`config.mk`:
```
export PLATFORM = sky130hd
export DESIGN_NAME = pcw_top
export DESIGN_NICKNAME = d
export VERILOG_FILES = /design/src/rtl/pcw_pkg.sv /design/src/rtl/pcw_top.sv
export SDC_FILE = /design/constraint.sdc
export NUM_CORES = 1
export LEC_CHECK = 0
export BUFFER_PORTS_ARGS = -buffer_cell sky130_fd_sc_hd__buf_2
export CORE_MARGIN = 1.5
export CORE_UTILIZATION = 40
export DETAILED_ROUTE_END_ITERATION = 7
export PLACE_DENSITY = 0.67
export SYNTH_ARGS = -nofsm -noshare
export SYNTH_HDL_FRONTEND = slang
export SYNTH_SLANG_ARGS = --single-unit
```
`constraint.sdc`:
```
create_clock -name clk -period 3 [get_ports clk]
set_input_delay 0.6 -clock clk [delete_from_list [all_inputs] [get_ports clk]]
set_output_delay 0.6 -clock clk [all_outputs]
set_load 0.05 [all_outputs]
```
`src/rtl/pcw_pkg.sv`:
```
package pcw_pkg;
  // ****************************************
  // Register map
  // ****************************************
  localparam logic [3:0]  PCW_ADDR_CTRL   = 4'h0;
  localparam logic [3:0]  PCW_ADDR_STAT   = 4'h4;
  localparam logic [3:0]  PCW_ADDR_SETPT  = 4'h8;
  localparam logic [3:0]  PCW_ADDR_TAKEN  = 4'hc;
  localparam logic [15:0] PCW_CTRL_RESET  = 16'h0000;
  localparam logic [15:0] PCW_CTRL_USED   = 16'hd70f;
  // ****************************************
  // Control word fields
  // ****************************************
  localparam int PCW_C_BLK_LSB  = 0;
  localparam int PCW_C_BLK_MSB  = 3;
  localparam int PCW_C_ABS      = 8;
  localparam int PCW_C_DIR_LSB  = 9;
  localparam int PCW_C_DIR_MSB  = 10;
  localparam int PCW_C_CONT     = 12;
  localparam int PCW_C_SETUP    = 14;
  localparam int PCW_C_DIRECT   = 15;
  // ****************************************
  // Status word fields
  // ****************************************
  localparam int PCW_S_BLK_MSB  = 5;
  localparam int PCW_S_CAM_NEG  = 8;
  localparam int PCW_S_CAM_POS  = 9;
  localparam int PCW_S_JOG      = 10;
  localparam int PCW_S_REFAPP   = 11;
  localparam int PCW_S_FLYREF   = 12;
  localparam int PCW_S_BLKACT   = 13;
  localparam int PCW_S_SETUP    = 14;
  localparam int PCW_S_DIRECT   = 15;
  localparam int PCW_GEN_ACCEPT = 6;
  typedef enum logic [2:0] {
    PCW_ROT_SHORT = 3'b001,
    PCW_ROT_POS   = 3'b010,
    PCW_ROT_NEG   = 3'b100
  } pcw_rot_e;
endpackage

```
`src/rtl/pcw_top.sv`:
```
// Functional notes
// - Control bits 0..3 carry the number of the block to run, used to choose it.
// - Control bit 8 low means the setpoint is a distance from the start position.
// - Control bit 8 high means the setpoint is absolute, from machine zero.
// - On a rotary axis, direction field 01 moves positive and 10 moves negative.
// - On a rotary axis, direction field 00 or 11 takes the shorter way round.
// - Control bit 12 high takes every setpoint change at once.
// - Control bit 12 low takes a setpoint only on a rising edge of general bit 6.
// - Control bit 14 high selects set-up mode, low selects positioning mode.
// - Control bit 15 high takes the setpoint directly from the controller.
// - Status bits 0..5 carry the active block number, LSB at bit 0.
// - Status bits 8 and 9 show the negative and positive stop cam.
// - Status bit 10 is high while jogging.
// - Status bit 11 is high while a reference point approach runs.
// - Status bit 12 is high while on-the-fly referencing is armed.
// - Status bit 13 is high while a stored block supplies the setpoint.
// - Status bit 14 shows set-up mode and bit 15 direct setpoint input.
//
// Our own choices: the register offsets and the plain strobed port.
`timescale 1ns/1ns
module pcw_top
  import pcw_pkg::*;
#(
  parameter int SP_W = 32
) (
  input  wire logic            clk,
  input  wire logic            reset_n,
  input  wire logic [3:0]      reg_addr,
  input  wire logic [15:0]     reg_wdata,
  input  wire logic            reg_wr,
  input  wire logic            reg_rd,
  output logic      [15:0]     reg_rdata,
  input  wire logic [15:0]     general_ctrl_word,
  input  wire logic [SP_W-1:0] setpoint_in,
  input  wire logic [5:0]      active_block,
  input  wire logic            stop_cam_neg,
  input  wire logic            stop_cam_pos,
  input  wire logic            jog_active,
  input  wire logic            ref_approach_active,
  input  wire logic            fly_ref_active,
  input  wire logic            block_active,
  input  wire logic            rotary_axis,
  output logic      [3:0]      block_select,
  output logic                 abs_mode,
  output logic                 rel_mode,
  output logic                 rot_dir_pos,
  output logic                 rot_dir_neg,
  output logic                 rot_shortest,
  output logic                 setup_mode,
  output logic                 direct_setpoint_input,
  output logic      [SP_W-1:0] setpoint_out,
  output logic                 setpoint_take,
  output logic      [15:0]     positioning_status_word_one
);

  // ****************************************
  // Control word register
  // ****************************************
  logic [15:0] positioning_control_word_one_r;
  logic        accept_r;
  logic        accept_d_r;
  logic        accept_s1_r;
  logic [15:0] take_count_r;
  logic        take_nxt;
  pcw_rot_e    rot_nxt;

  // Reserved bits masked on write, so they read back zero
  always_ff @(posedge clk or negedge reset_n) begin
    if (!reset_n) begin
      positioning_control_word_one_r <= PCW_CTRL_RESET;
    end else if (reg_wr && reg_addr == PCW_ADDR_CTRL) begin
      positioning_control_word_one_r <= reg_wdata & PCW_CTRL_USED;
    end
  end

  // ****************************************
  // Acceptance strobe
  // ****************************************
  // General control word is from the controller domain: two stages first
  always_ff @(posedge clk or negedge reset_n) begin
    if (!reset_n) begin
      accept_s1_r <= 1'b0;
      accept_r    <= 1'b0;
    end else begin
      accept_s1_r <= general_ctrl_word[PCW_GEN_ACCEPT];
      accept_r    <= accept_s1_r;
    end
  end

  // Delay stage for rising-edge detection, idle low like the pin
  always_ff @(posedge clk or negedge reset_n) begin
    if (!reset_n) begin
      accept_d_r <= 1'b0;
    end else begin
      accept_d_r <= accept_r;
    end
  end

  // A steady input is taken once: compare against the held value
  always_comb begin
    if (positioning_control_word_one_r[PCW_C_CONT]) begin
      take_nxt = (setpoint_in != setpoint_out);
    end else begin
      take_nxt = accept_r && !accept_d_r;
    end
  end

  always_ff @(posedge clk or negedge reset_n) begin
    if (!reset_n) begin
      setpoint_out  <= '0;
      setpoint_take <= 1'b0;
    end else begin
      setpoint_take <= take_nxt;
      if (take_nxt) begin
        setpoint_out <= setpoint_in;
      end
    end
  end

  // Take counter wraps at 16 bits
  always_ff @(posedge clk or negedge reset_n) begin
    if (!reset_n) begin
      take_count_r <= 16'h0000;
    end else if (take_nxt) begin
      take_count_r <= take_count_r + 16'h0001;
    end
  end

  // ****************************************
  // Mode decode
  // ****************************************
  always_comb begin
    case (positioning_control_word_one_r[PCW_C_DIR_MSB:PCW_C_DIR_LSB])
      2'b01:   rot_nxt = PCW_ROT_POS;
      2'b10:   rot_nxt = PCW_ROT_NEG;
      default: rot_nxt = PCW_ROT_SHORT;
    endcase
  end

  always_ff @(posedge clk or negedge reset_n) begin
    if (!reset_n) begin
      block_select <= 4'h0;
    end else begin
      block_select <= positioning_control_word_one_r[PCW_C_BLK_MSB:PCW_C_BLK_LSB];
    end
  end

  always_ff @(posedge clk or negedge reset_n) begin
    if (!reset_n) begin
      abs_mode <= 1'b0;
    end else begin
      abs_mode <= positioning_control_word_one_r[PCW_C_ABS];
    end
  end

  always_ff @(posedge clk or negedge reset_n) begin
    if (!reset_n) begin
      rel_mode <= 1'b1;
    end else begin
      rel_mode <= !positioning_control_word_one_r[PCW_C_ABS];
    end
  end

  // Direction outputs stay low on a linear axis
  always_ff @(posedge clk or negedge reset_n) begin
    if (!reset_n) begin
      rot_dir_pos <= 1'b0;
    end else begin
      rot_dir_pos <= rotary_axis && rot_nxt == PCW_ROT_POS;
    end
  end

  always_ff @(posedge clk or negedge reset_n) begin
    if (!reset_n) begin
      rot_dir_neg <= 1'b0;
    end else begin
      rot_dir_neg <= rotary_axis && rot_nxt == PCW_ROT_NEG;
    end
  end

  always_ff @(posedge clk or negedge reset_n) begin
    if (!reset_n) begin
      rot_shortest <= 1'b0;
    end else begin
      rot_shortest <= rotary_axis && rot_nxt == PCW_ROT_SHORT;
    end
  end

  always_ff @(posedge clk or negedge reset_n) begin
    if (!reset_n) begin
      setup_mode <= 1'b0;
    end else begin
      setup_mode <= positioning_control_word_one_r[PCW_C_SETUP];
    end
  end

  always_ff @(posedge clk or negedge reset_n) begin
    if (!reset_n) begin
      direct_setpoint_input <= 1'b0;
    end else begin
      direct_setpoint_input <= positioning_control_word_one_r[PCW_C_DIRECT];
    end
  end

  // ****************************************
  // Status word
  // ****************************************
  // Status follows its inputs one cycle later
  logic [15:0] stat_nxt;

  always_comb begin
    stat_nxt                               = 16'h0000;
    stat_nxt[PCW_S_BLK_MSB:0]              = active_block;
    stat_nxt[PCW_S_CAM_NEG]                = stop_cam_neg;
    stat_nxt[PCW_S_CAM_POS]                = stop_cam_pos;
    stat_nxt[PCW_S_JOG]                    = jog_active;
    stat_nxt[PCW_S_REFAPP]                 = ref_approach_active;
    stat_nxt[PCW_S_FLYREF]                 = fly_ref_active;
    stat_nxt[PCW_S_BLKACT]                 = block_active;
    stat_nxt[PCW_S_SETUP]                  = setup_mode;
    stat_nxt[PCW_S_DIRECT]                 = direct_setpoint_input;
  end

  always_ff @(posedge clk or negedge reset_n) begin
    if (!reset_n) begin
      positioning_status_word_one <= 16'h0000;
    end else begin
      positioning_status_word_one <= stat_nxt;
    end
  end

  // ****************************************
  // Register read
  // ****************************************
  // Read data stands one cycle, zero otherwise
  always_ff @(posedge clk or negedge reset_n) begin
    if (!reset_n) begin
      reg_rdata <= 16'h0000;
    end else if (reg_rd) begin
      case (reg_addr)
        PCW_ADDR_CTRL:  reg_rdata <= positioning_control_word_one_r;
        PCW_ADDR_STAT:  reg_rdata <= positioning_status_word_one;
        PCW_ADDR_SETPT: reg_rdata <= setpoint_out[15:0];
        PCW_ADDR_TAKEN: reg_rdata <= take_count_r;
        default:        reg_rdata <= 16'h0000;
      endcase
    end else begin
      reg_rdata <= 16'h0000;
    end
  end

  // ****************************************
  // Assertions
  // ****************************************
  a_block_select: assert property (@(posedge clk) disable iff (!reset_n)
    reg_wr && reg_addr == PCW_ADDR_CTRL |-> ##2 block_select == $past(reg_wdata[3:0], 2))
    else $error("block select mismatch");
  a_abs_rel_excl: assert property (@(posedge clk) disable iff (!reset_n)
    abs_mode != rel_mode)
    else $error("abs and rel both or neither");
  a_abs_follows: assert property (@(posedge clk) disable iff (!reset_n)
    ##1 abs_mode == $past(positioning_control_word_one_r[PCW_C_ABS]))
    else $error("abs mode not from bit 8");
  a_rot_pos_dir: assert property (@(posedge clk) disable iff (!reset_n)
    rotary_axis && positioning_control_word_one_r[10:9] == 2'b01 |=> rot_dir_pos && !rot_dir_neg)
    else $error("rotary positive not selected");
  a_rot_shortest: assert property (@(posedge clk) disable iff (!reset_n)
    rotary_axis && (positioning_control_word_one_r[10] == positioning_control_word_one_r[9])
    |=> rot_shortest && !rot_dir_pos && !rot_dir_neg)
    else $error("shortest way not selected");
  a_cont_take: assert property (@(posedge clk) disable iff (!reset_n)
    positioning_control_word_one_r[PCW_C_CONT] && setpoint_in != setpoint_out
    |=> setpoint_take && setpoint_out == $past(setpoint_in))
    else $error("continuous take missed");
  a_strobe_only: assert property (@(posedge clk) disable iff (!reset_n)
    !positioning_control_word_one_r[PCW_C_CONT] && !(accept_r && !accept_d_r)
    |=> !setpoint_take && $stable(setpoint_out))
    else $error("setpoint taken without strobe edge");
  a_setup_stat: assert property (@(posedge clk) disable iff (!reset_n)
    ##2 positioning_status_word_one[PCW_S_SETUP] == $past(positioning_control_word_one_r[PCW_C_SETUP], 2))
    else $error("set-up status lags wrongly");
  a_direct_stat: assert property (@(posedge clk) disable iff (!reset_n)
    ##2 positioning_status_word_one[PCW_S_DIRECT] == $past(positioning_control_word_one_r[PCW_C_DIRECT], 2))
    else $error("direct input status wrong");
  a_stat_block: assert property (@(posedge clk) disable iff (!reset_n)
    ##1 positioning_status_word_one[5:0] == $past(active_block))
    else $error("block number status wrong");
  a_stat_flags: assert property (@(posedge clk) disable iff (!reset_n)
    ##1 positioning_status_word_one[13:8] == $past({block_active, fly_ref_active, ref_approach_active,
                                                    jog_active, stop_cam_pos, stop_cam_neg}))
    else $error("status flags wrong");
  a_stat_resv: assert property (@(posedge clk) disable iff (!reset_n)
    positioning_status_word_one[7:6] == 2'b00 && positioning_control_word_one_r[13] == 1'b0)
    else $error("reserved bits not zero");
  // Mode outputs one cycle behind the control register; mode status bits, setpoint take, take count, reserved bits
  a_rel_follows: assert property (@(posedge clk) disable iff (!reset_n)
    ##1 rel_mode == !$past(positioning_control_word_one_r[PCW_C_ABS]))
    else $error("rel mode not from bit 8");
  a_setup_follows: assert property (@(posedge clk) disable iff (!reset_n)
    ##1 setup_mode == $past(positioning_control_word_one_r[PCW_C_SETUP]))
    else $error("set-up mode not from bit 14");
  a_direct_follows: assert property (@(posedge clk) disable iff (!reset_n)
    ##1 direct_setpoint_input == $past(positioning_control_word_one_r[PCW_C_DIRECT]))
    else $error("direct input not from bit 15");
  a_stat_modes: assert property (@(posedge clk) disable iff (!reset_n)
    ##1 positioning_status_word_one[PCW_S_DIRECT:PCW_S_SETUP] == $past({direct_setpoint_input, setup_mode}))
    else $error("mode status bits wrong");
  a_rot_neg_dir: assert property (@(posedge clk) disable iff (!reset_n)
    rotary_axis && positioning_control_word_one_r[PCW_C_DIR_MSB:PCW_C_DIR_LSB] == 2'b10
    |=> rot_dir_neg && !rot_dir_pos)
    else $error("rotary negative not selected");
  a_rot_gated: assert property (@(posedge clk) disable iff (!reset_n)
    !rotary_axis |=> !rot_dir_pos && !rot_dir_neg && !rot_shortest)
    else $error("rotary decode on linear axis");
  a_strobe_take: assert property (@(posedge clk) disable iff (!reset_n)
    !positioning_control_word_one_r[PCW_C_CONT] && accept_r && !accept_d_r
    |=> setpoint_take && setpoint_out == $past(setpoint_in))
    else $error("strobe edge take missed");
  a_cont_hold: assert property (@(posedge clk) disable iff (!reset_n)
    positioning_control_word_one_r[PCW_C_CONT] && setpoint_in == setpoint_out
    |=> !setpoint_take && $stable(setpoint_out))
    else $error("continuous take without change");
  a_take_count: assert property (@(posedge clk) disable iff (!reset_n)
    setpoint_take |-> take_count_r == $past(take_count_r) + 16'h0001)
    else $error("take count not stepped");
  a_ctrl_resv: assert property (@(posedge clk) disable iff (!reset_n)
    (positioning_control_word_one_r & ~PCW_CTRL_USED) == 16'h0000)
    else $error("reserved control bits stored");
  // Register reads
  a_ctrl_readback: assert property (@(posedge clk) disable iff (!reset_n)
    reg_rd && reg_addr == PCW_ADDR_CTRL |=> reg_rdata == $past(positioning_control_word_one_r))
    else $error("control read back wrong");
  a_stat_readback: assert property (@(posedge clk) disable iff (!reset_n)
    reg_rd && reg_addr == PCW_ADDR_STAT |=> reg_rdata == $past(positioning_status_word_one))
    else $error("status read back wrong");

  // ****************************************
  // Cover properties
  // ****************************************
  c_strobe_take: cover property (@(posedge clk) disable iff (!reset_n)
    !positioning_control_word_one_r[PCW_C_CONT] ##1 setpoint_take);
  c_cont_take: cover property (@(posedge clk) disable iff (!reset_n)
    positioning_control_word_one_r[PCW_C_CONT] ##1 setpoint_take);
  c_rot_neg: cover property (@(posedge clk) disable iff (!reset_n) rot_dir_neg);
  c_rot_short: cover property (@(posedge clk) disable iff (!reset_n) rot_shortest);
  c_stat_read: cover property (@(posedge clk) disable iff (!reset_n)
    reg_rd && reg_addr == PCW_ADDR_STAT);

endmodule

```
==> reports/metrics.cfg, run 1 <==
[run_status]
status=completed

[setup_path]
slowest_delay_ns=0.41
critical_path_arrival_ns=2.59
cp.buffers_inverters=1
crit_start=setpoint_out[19]$_DFFE_PN0P_
crit_family=simple AND/OR/NAND/NOR gates
path_cells=xor2_1 -> nor4_1 -> nand4_1 -> o31ai_4 -> buf_12 -> mux2_2
end_kind=flop
r2r_start=setpoint_out[19]$_DFFE_PN0P_
crit_path_start_kind=flop
cp_max_fo=24
cp.required_ns=3.23
slowest_stage=dfrtp_1
crit_type=reg -> reg

[sta]
worstMarginPinSlew_ns=0.748
skew_ns=0.00831
slew_headroom_pct=50.1
max_freq_ghz=0.425
hold_viol=0
final_min_period_over_clock_period_pct=78.4
finalSetupTns_ns=0
slew_viol_final=0
rsz0062_at_grt=false
min_period_ns=2.35
setup_viol=0

[floorplan]
die-area_um2=11900
rows=38
fp.dieH_um=109
coreArea_um2=10900
die_x_um=109
initial_utilization_pct=41.3
pin_count=161

[route]
wl_per_cell_um=16.9
viasPerCell=5.28
drt-initial-drc-count=239
drt-total-wl_um=11200
firstDrtPassIters=4
ant_nets=0
num_vias=3498
drcViolationCount=0

[pwr]
combPwrFrac_pct=32.6
intPower_w=0.00270
ir_drop_mv=0.651
pwr-share-seq_pct=44.2
swShare_pct=39.6
p_leak_nw=2.64
clkPwrFrac_pct=23.1
p_per_area_nw_per_um2=793
p_switching_w=0.00177

[logic_synthesis]
ys_warn_count=0
ys_async_sr_fraction_pct=100
synth_top_area_cell=dfrtp_1
ys_seq_area_share_pct=57.1
netlist.area_leader.share_pct=56.5
synth_area_leaders=dfrtp_1 57%, mux2_2 7.7%, xor2_1 6.6%, a22oi_1 4.3%, nand2_1 3.3%
synth_edf_count=0
synth_cell_types=46
yosysMostFrequentCell=dfrtp_1
synthTopCellsByCount=102 x dfrtp_1, 40 x nand2_1, 34 x xor2_1
ys.flop_type=dfrtp_1
syn_inst=378
yosys_register_bits=103
netlist_area_um2=4520
syn_avg_cell_area_um2=11.9

[clock_tree]
cts_tree=built
insertion_delay_ns=0.35
ctsResizeCount=0
cts_hold_buf=0
cts_setup_buffers=0
numCtsBuffers=9
htree_levels=3
cts.sinks=103
path_clk_slew_ns=0.07
clockRootBuffer=clkbuf_16
clockBufferDepth=2

[layout]
syn_to_final_growth_pct=25.0
stdcell_count=662
diodes=0
drive_above_1_share_pct=38.3
final_nets=607

[grt]
grt_overflow_total=0
grt_max_degree=57
grtUsageTotal_pct=20.1
grt_pass1_wl_um=17800
grt_pass1_vias=3547
antenna_found_initial=0

[hold_path]
hold_path_class=in -> async

[place]
portBuffers=137
hpwl_um=8130
gp_congestion=0.800
placedCellCount=648

[run]
max_cap_violations=0

## metal layers
metal	vias up	part of all wire, %	GRT usage [%]
li1	1632	-	-
met1	1740	43	25.9
met2	112	49	32.6
met3	14	6.5	5.80
met4	0	1.4	6.31
met5	-	0	0
## cell type report
class	instances	area, µm²
Inverter	8	30.0
Tap cell	140	175
Multi-Input combinational cell	250	1820
Clock inverter	1	7.51
Sequential cell	103	2580
Clock buffer	13	240
Fill cell	1009	5290
Timing Repair Buffer	147	788
## cells in the final DEF, fill, tap and decap left out, drive strengths merged, types with 3 or more instances in the layout
master  Yosys  layout
buf         9     147
dfrtp     102     102
nand2      40      40
mux2       35      35
xor2       34      34
a22oi      26      26
a21oi      15      15
nor2       13      13
nand3      13      13
clkbuf      9      13
o31ai       9       9
nor4        9       9
inv         8       8
o21ai       8       8
and2        5       5
a311o       5       5
nand4       4       4
nor3        4       4
or3         3       3
ha          3       3
## through the flow
| step | hold slack (ns) | setup WS, ns | util [%] | cell area (µm²) | power (W) |
|---|---|---|---|---|---|
| detailed placement | 0.347 | 0.320 | 49.3 | 5400 | 0.00347 |
| floorplan | 0.304 | 0.673 | - | 4520 | 0.00302 |
| global route | 0.312 | 0.535 | 51.6 | 5640 | 0.00471 |
| CTS | 0.286 | 0.589 | 51.6 | 5640 | 0.00452 |
| global placement | 0.338 | 0.369 | 49.3 | 5400 | 0.00342 |
| finish | 0.264 | 0.649 | 51.6 | 5640 | 0.00447 |
## registers in the layout (all words and copies together), names as in the netlist
signal and count:
abs_mode 1, accept_d_r 1, accept_r 1, accept_s1_r 1, block_select 4, direct_setpoint_input 1, positioning_control_word_one_r 10, positioning_status_word_one 14
reg_rdata 16, rel_mode 1, rot_dir_neg 1, rot_dir_pos 1, rot_shortest 1, setpoint_out 32, setpoint_take 1, setup_mode 1
take_count_r 16
## worst reg2reg max path, stage by stage (launching register included)
cell	delay [ns]
dfrtp_1	0.41
xor2_1	0.17
nor4_1	0.37
nand4_1	0.34
o31ai_4	0.36
buf_12	0.22
mux2_2	0.37
## power by group through the flow
stage,Combinational [W],Clock [W],Sequential [W]
4_1_cts,0.00147,0.00107,0.00198
6_report,0.00146,0.00103,0.00198
3_3_place_gp,0.00144,0,0.00198
2_1_floorplan,0.000599,0,0.00243
5_1_grt,0.00157,0.00112,0.00202
3_5_place_dp,0.00147,0,0.00200
## logic make-up after synthesis
logic type / synth area share (%)
mux: 8.95
flops: 57.1
buf+inv: 2.96
compound gates: 11.5
other cells: 0.0830
fa+ha+maj: 0.831
xor+xnor: 6.98
simple gates: 11.6
## final timing paths
kind,to,slack (ns),depth (start not counted)
max in group asynchronous,take_count_r[8]$_DFFE_PN0P_,2.01,2
hold / removal,block_select[1]$_DFF_PN0_,0.26,1
hold reg to reg,accept_r$_DFF_PN0_,0.35,0
setup reg to reg,setpoint_out[2]$_DFFE_PN0P_,0.65,6
setup / recovery,setpoint_out[2]$_DFFE_PN0P_,0.65,6
min in group clk,accept_r$_DFF_PN0_,0.35,0
No activity file was read; power rests on OpenSTA's default activity.
==> run 2, diff against run 1 <==
--- a/config.mk
+++ b/config.mk
@@ -9,7 +9,7 @@
 export CORE_MARGIN = 1.5
 export CORE_UTILIZATION = 40
 export DETAILED_ROUTE_END_ITERATION = 7
-export PLACE_DENSITY = 0.67
+export PLACE_DENSITY = 0.69
 export SYNTH_ARGS = -nofsm -noshare
 export SYNTH_HDL_FRONTEND = slang
 export SYNTH_SLANG_ARGS = --single-unit
==> constraint.sdc (replaced) <==
create_clock -name clk -period 1.95 [get_ports clk]
set_input_delay 0.39 -clock clk [delete_from_list [all_inputs] [get_ports clk]]
set_output_delay 0.39 -clock clk [all_outputs]
set_load 0.05 [all_outputs]
==> reports/metrics.cfg, run 2 (same netlist as run 1, synthesis figures left out) <==
[run_status]
status=complete, but fails checks
failed_checks=negative setup slack

[layout]
reg_top3=setpoint_out (32), reg_rdata (16), take_count_r (16)
final_common_cell=buf_2
nFillCells=924  ; -8.4%
largest_register_ffs=32  ; unchanged
stdcell_count=725  ; +9.5%
final_core_util_pct=58.9  ; +7.3 points
largest-register=setpoint_out
final_cell_mix=136 x buf_2, 76 x dfrtp_1, 54 x buf_4
drive_above_1_share_pct=51.5  ; +13 points
diodes=0  ; unchanged
syn_to_final_growth_pct=42.6
final_nets=668  ; +10%

[clock_tree]
htree_levels=3  ; unchanged
clockBufferDepth=2  ; unchanged
path_clk_slew_ns=0.07  ; about the same
cts_tree=built
numCtsBuffers=9  ; unchanged
cts.sinks=103  ; unchanged
clockRootBuffer=clkbuf_16
insertion_delay_ns=0.35  ; about the same

[pwr]
p_leak_nw=3.07  ; +16%
ir_drop_mv=0.705  ; +8.2%
p_per_area_nw_per_um2=1190  ; +50%

[hold_path]
hold_path_class=in -> reg

[setup_path]
crit_path_frequent_cell=buf_6
endpoint=setpoint_out[16]$_DFFE_PN0P_
r2r_start=setpoint_out[4]$_DFFE_PN0P_
r2r_end=setpoint_out[16]$_DFFE_PN0P_
crit_family=simple AND/OR/NAND/NOR gates
crit_type=reg -> reg
cp.required_ns=2.18  ; -1.05 ns
critical_path_arrival_ns=2.34  ; -0.25 ns
crit_cells=7  ; +1
r2r_cells=7  ; +1
crit_path_start_kind=flop
cp.buffers_inverters=2  ; +1
cp_max_fo=5  ; -79%
end_kind=flop
crit_start=setpoint_out[4]$_DFFE_PN0P_
path_cells=xor2_1 -> nor4_1 -> nand3_1 -> o31ai_4 -> buf_6 -> buf_6 -> mux2_4
slowest_delay_ns=0.41  ; about the same
slowest_stage=dfrtp_2
r2r_slack_ns=-0.17  ; -0.81 ns

[sta]
worstMarginPinSlew_ns=0.716  ; -0.0317 ns
hold_viol=0  ; unchanged
slew_headroom_pct=52.1  ; +2.0 points
slew_viol_final=0  ; unchanged
finalSetupTns_ns=-5.56  ; -5.56 ns
holdWs_ns=0.143  ; -0.121 ns
setup_viol=40  ; +40
skew_ns=0.0124  ; +0.00408 ns
final_min_period_over_clock_period_pct=108  ; +30 points
setup_slack_ns=-0.165  ; -0.814 ns
min_period_ns=2.12  ; -0.236 ns
rsz0062_at_grt=true
max_freq_ghz=0.473  ; +11%

[floorplan]
pin_count=161  ; unchanged
rows=38  ; unchanged
coreArea_um2=10900  ; unchanged
die-area_um2=11900  ; unchanged
fp.dieH_um=109  ; unchanged
initial_utilization_pct=41.3  ; unchanged
die_x_um=109  ; unchanged

[grt]
grt_overflow_total=0  ; unchanged
grtUsageTotal_pct=22.3  ; +2.2 points
grt_pass1_wl_um=20000  ; +12%
antenna_found_initial=0  ; unchanged
grt_max_degree=68  ; +19%
grt_pass1_vias=3957  ; +12%

[route]
firstDrtPassIters=5  ; +1
drt-total-wl_um=12600  ; +13%
drt-initial-drc-count=213  ; -11%
wl_per_cell_um=17.4  ; +3.0%
viasPerCell=5.22  ; -1.1%
drcViolationCount=0  ; unchanged
ant_nets=0  ; unchanged
num_vias=3788  ; +8.3%

[place]
portBuffers=137  ; unchanged
gp_congestion=0.876  ; +9.5%
placedCellCount=695  ; +7.3%
hpwl_um=8760  ; +7.8%

[run]
max_cap_violations=0  ; unchanged

-- run 2: changes by cell type in the layout (fill, tap and decap cells not counted), moves of 3 or more --
cell	previous run	this run
buf_12	2	6
buf_4	9	54
buf_6	0	8
dfrtp_1	102	76
dfrtp_2	0	26
mux2_1	4	0
mux2_2	31	10
mux2_4	0	25
nor2_1	12	8
nor2_4	0	3
-- run 2: area by class of cell --
class / instances / area, µm² / area share (%)
sequential: 103 / 2610 / 40.6
multi-input combinational: 250 / 1970 / 30.5
timing repair buffer: 208 / 1360 / 21.2
clock buffer: 11 / 233 / 3.61
tap: 140 / 175 / 2.72
clock inverter: 5 / 58.8 / 0.913
inverter: 8 / 30.0 / 0.466
-- run 2: worst min path at each step --
stage,startpoint,to,slack [ns],cells after the start
floorplan,reset_n,abs_mode$_DFF_PN0_,0.09,0
global placement,reset_n,setpoint_out[2]$_DFFE_PN0P_,0.23,1
detailed placement,reset_n,setpoint_out[2]$_DFFE_PN0P_,0.24,1
CTS,active_block[4],positioning_status_word_one[4]$_DFF_PN0_,0.14,1
global route,active_block[4],positioning_status_word_one[4]$_DFF_PN0_,0.13,1
finish,active_block[4],positioning_status_word_one[4]$_DFF_PN0_,0.14,1
-- run 2: report_power, final --
group	internal (W)	leakage [nW]	switching [W]
clock network	0.000999	0.136	0.000788
registers	0.00259	1.21	0.000380
logic	0.00113	1.73	0.00177
-- run 2: layer usage --
layer	vias up	track usage (%)	wire length [µm]
met2	143	37.1	6360
met4	0	8.07	221
met1	1874	27.4	5200
met3	18	6.75	851
li1	1753	-	-
met5	-	0	0
-- run 2: what timing repair did --
action,4_1_cts,5_1_grt
endpoints found under the setup margin,37,41
gates resized for setup,49,2
endpoints found under the hold margin,8,0
gates cloned,2,0
pin swaps,22,7
buffers inserted,9,2
hold buffers,1,0
-- run 2: stage by stage --
stage,cell area (µm²),setup slack [ns],total power (W)
3_3_place_gp,5800,-0.325,0.00556
6_report,6440,-0.165,0.00766
5_1_grt,6440,-0.230,0.00807
3_5_place_dp,5800,-0.373,0.00565
4_1_cts,6410,-0.185,0.00767
2_1_floorplan,4550,-0.195,0.00468
==> run 3, diff against run 2 <==
--- a/config.mk
+++ b/config.mk
@@ -10,6 +10,7 @@
 export CORE_UTILIZATION = 40
 export DETAILED_ROUTE_END_ITERATION = 7
 export PLACE_DENSITY = 0.69
+export SETUP_SLACK_MARGIN = 0.2
 export SYNTH_ARGS = -nofsm -noshare
 export SYNTH_HDL_FRONTEND = slang
 export SYNTH_SLANG_ARGS = --single-unit
==> reports/metrics.cfg, run 3 (same netlist as run 1, synthesis figures left out) <==
[clock_tree]
cts.sinks=103  ; unchanged
cts_tree=built
clockRootBuffer=clkbuf_16
clockBufferDepth=2  ; unchanged
insertion_delay_ns=0.34  ; about the same
htree_levels=3  ; unchanged
path_clk_slew_ns=0.06  ; about the same
numCtsBuffers=9  ; unchanged

[layout]
final_cell_mix=136 x buf_2, 76 x dfrtp_1, 54 x buf_4
largest_register_ffs=32  ; unchanged
drive_above_1_share_pct=51.0  ; -0.41 points
syn_to_final_growth_pct=38.2
diodes=0  ; unchanged
final_nets=660  ; -1.2%
final_core_util_pct=57.0  ; -1.8 points
reg_top3=setpoint_out (32), reg_rdata (16), take_count_r (16)
stdcell_count=716  ; -1.2%
final_common_cell=buf_2
largest-register=setpoint_out

[sta]
setup_slack_ns=-0.197  ; -0.0323 ns
slew_viol_final=0  ; unchanged
rsz0062_at_grt=true
max_freq_ghz=0.466  ; -1.5%
skew_ns=0.00635  ; -0.00604 ns
slew_headroom_pct=57.9  ; +5.8 points
setup_viol=39  ; -2.5%
holdWs_ns=0.0394  ; -0.104 ns
min_period_ns=2.15  ; +0.0323 ns
final_min_period_over_clock_period_pct=110  ; +1.7 points
hold_viol=0  ; unchanged
worstMarginPinSlew_ns=0.630  ; -0.0865 ns

[run_status]
status=complete, but fails checks
failed_checks=negative setup slack

[setup_path]
crit_family=simple AND/OR/NAND/NOR gates
r2r_start=setpoint_out[23]$_DFFE_PN0P_
crit_cells=6  ; -1
cp_max_fo=24  ; +19
endpoint=setpoint_out[7]$_DFFE_PN0P_
path_cells=xor2_1 -> nor4_2 -> nand4b_2 -> o31ai_4 -> buf_12 -> mux2_2
end_kind=flop
r2r_slack_ns=-0.20  ; -0.03 ns
cp.buffers_inverters=1  ; -1
crit_type=reg -> reg
crit_path_start_kind=flop
r2r_cells=6  ; -1
cp.required_ns=2.17  ; about the same
slowest_delay_ns=0.41  ; about the same
r2r_end=setpoint_out[7]$_DFFE_PN0P_
critical_path_arrival_ns=2.37  ; +0.03 ns
slowest_stage=dfrtp_2
crit_start=setpoint_out[23]$_DFFE_PN0P_

[pwr]
p_switching_w=0.00284  ; -3.5%
pwr-share-seq_pct=40.7  ; +2.0 points
p_leak_nw=2.90  ; -5.3%
combPwrFrac_pct=37.1  ; -0.9 points
p_per_area_nw_per_um2=1170  ; -2.0%
ir_drop_mv=0.835  ; +19%
intPower_w=0.00444  ; -6.0%
clkPwrFrac_pct=22.2  ; -1.1 points
swShare_pct=39.0  ; +0.62 points
power_w=0.00728  ; -5.0%

[hold_path]
hold_path_class=in -> async

[route]
firstDrtPassIters=5  ; unchanged
drt-initial-drc-count=184  ; -14%
drcViolationCount=0  ; unchanged
viasPerCell=5.19  ; -0.67%
wl_per_cell_um=16.6  ; -4.6%
ant_nets=0  ; unchanged
drt-total-wl_um=11900  ; -5.8%
num_vias=3716  ; -1.9%

[floorplan]
coreArea_um2=10900  ; unchanged
initial_utilization_pct=41.3  ; unchanged
die-area_um2=11900  ; unchanged
fp.dieH_um=109  ; unchanged
die_x_um=109  ; unchanged
pin_count=161  ; unchanged
rows=38  ; unchanged

[grt]
grt_max_degree=82  ; +21%
grtUsageTotal_pct=21.4  ; -0.86 points
grt_overflow_total=0  ; unchanged
grt_pass1_vias=3880  ; -1.9%
grt_pass1_wl_um=19200  ; -3.8%
antenna_found_initial=0  ; unchanged

[run]
max_cap_violations=0  ; unchanged

[place]
placedCellCount=696  ; +0.14%
portBuffers=137  ; unchanged
hpwl_um=8530  ; -2.7%
gp_congestion=0.880  ; +0.41%
dp_slack_ns=-0.333  ; +0.0401 ns

==> run 3: cell types whose count changed in the layout (fill, tap and decap cells not counted), moves of 3 or more <==
| cell | previous run | this run |
|---|---|---|
| mux2_4 | 25 | 1 |
| mux2_2 | 10 | 30 |
| clkinv_2 | 1 | 4 |
| mux2_1 | 0 | 4 |
| buf_6 | 8 | 4 |
==> run 3: metal layers <==
metal  global-route usage (%)  part of all wire, %  vias up
li1                         -                    -     1741
met1                     26.1                   40     1827
met2                     35.9                   50      130
met3                     6.81                  8.2       18
met4                     7.24                  1.8        0
met5                        0                    0        -
==> run 3: final cells by class <==
class / instances / area (µm²)
inverter: 8 / 30.0
tap: 140 / 175
clock buffer: 9 / 225
multi-input combinational: 250 / 1900
sequential: 103 / 2610
fill: 958 / 4700
timing repair buffer: 200 / 1260
clock inverter: 6 / 37.5
==> run 3: timing repair <==
item | 4_1_cts | 5_1_grt
setup buffers | 2 | 2
pin swaps | 21 | 7
endpoints found under the setup margin | 41 | 41
hold buffers | 0 | 0
cloned | 1 | 0
resized for setup | 18 | 4
==> run 3: how the worst min path moves through the flow <==
stage	start	to	slack [ns]	cells after the start
global route	reset_n	setpoint_out[15]$_DFFE_PN0P_	0.06	2
finish	reset_n	setpoint_out[3]$_DFFE_PN0P_	0.04	2
detailed placement	accept_s1_r$_DFF_PN0_	accept_r$_DFF_PN0_	0.35	0
global placement	accept_s1_r$_DFF_PN0_	accept_r$_DFF_PN0_	0.34	0
floorplan	reset_n	abs_mode$_DFF_PN0_	0.09	0
CTS	reset_n	setpoint_take$_DFF_PN0_	0.04	2
==> run 3: stage by stage <==
| step | TNS (ns) | instance area, µm² |
|---|---|---|
| 3_3_place_gp | -10.58 | 5810 |
| 3_5_place_dp | -11.08 | 5810 |
| 5_1_grt | -10.69 | 6240 |
| 4_1_cts | -6.46 | 6200 |
| 6_report | -5.58 | 6240 |
| 2_1_floorplan | -5.45 | 4550 |
==> run 3: power groups by stage <==
stage	Clock (W)	Sequential, W	Combinational [W]
finish	0.00162	0.00296	0.00270
global placement	0	0.00297	0.00259
detailed placement	0	0.00299	0.00265
floorplan	0	0.00376	0.000920
global route	0.00176	0.00302	0.00290
CTS	0.00166	0.00296	0.00268
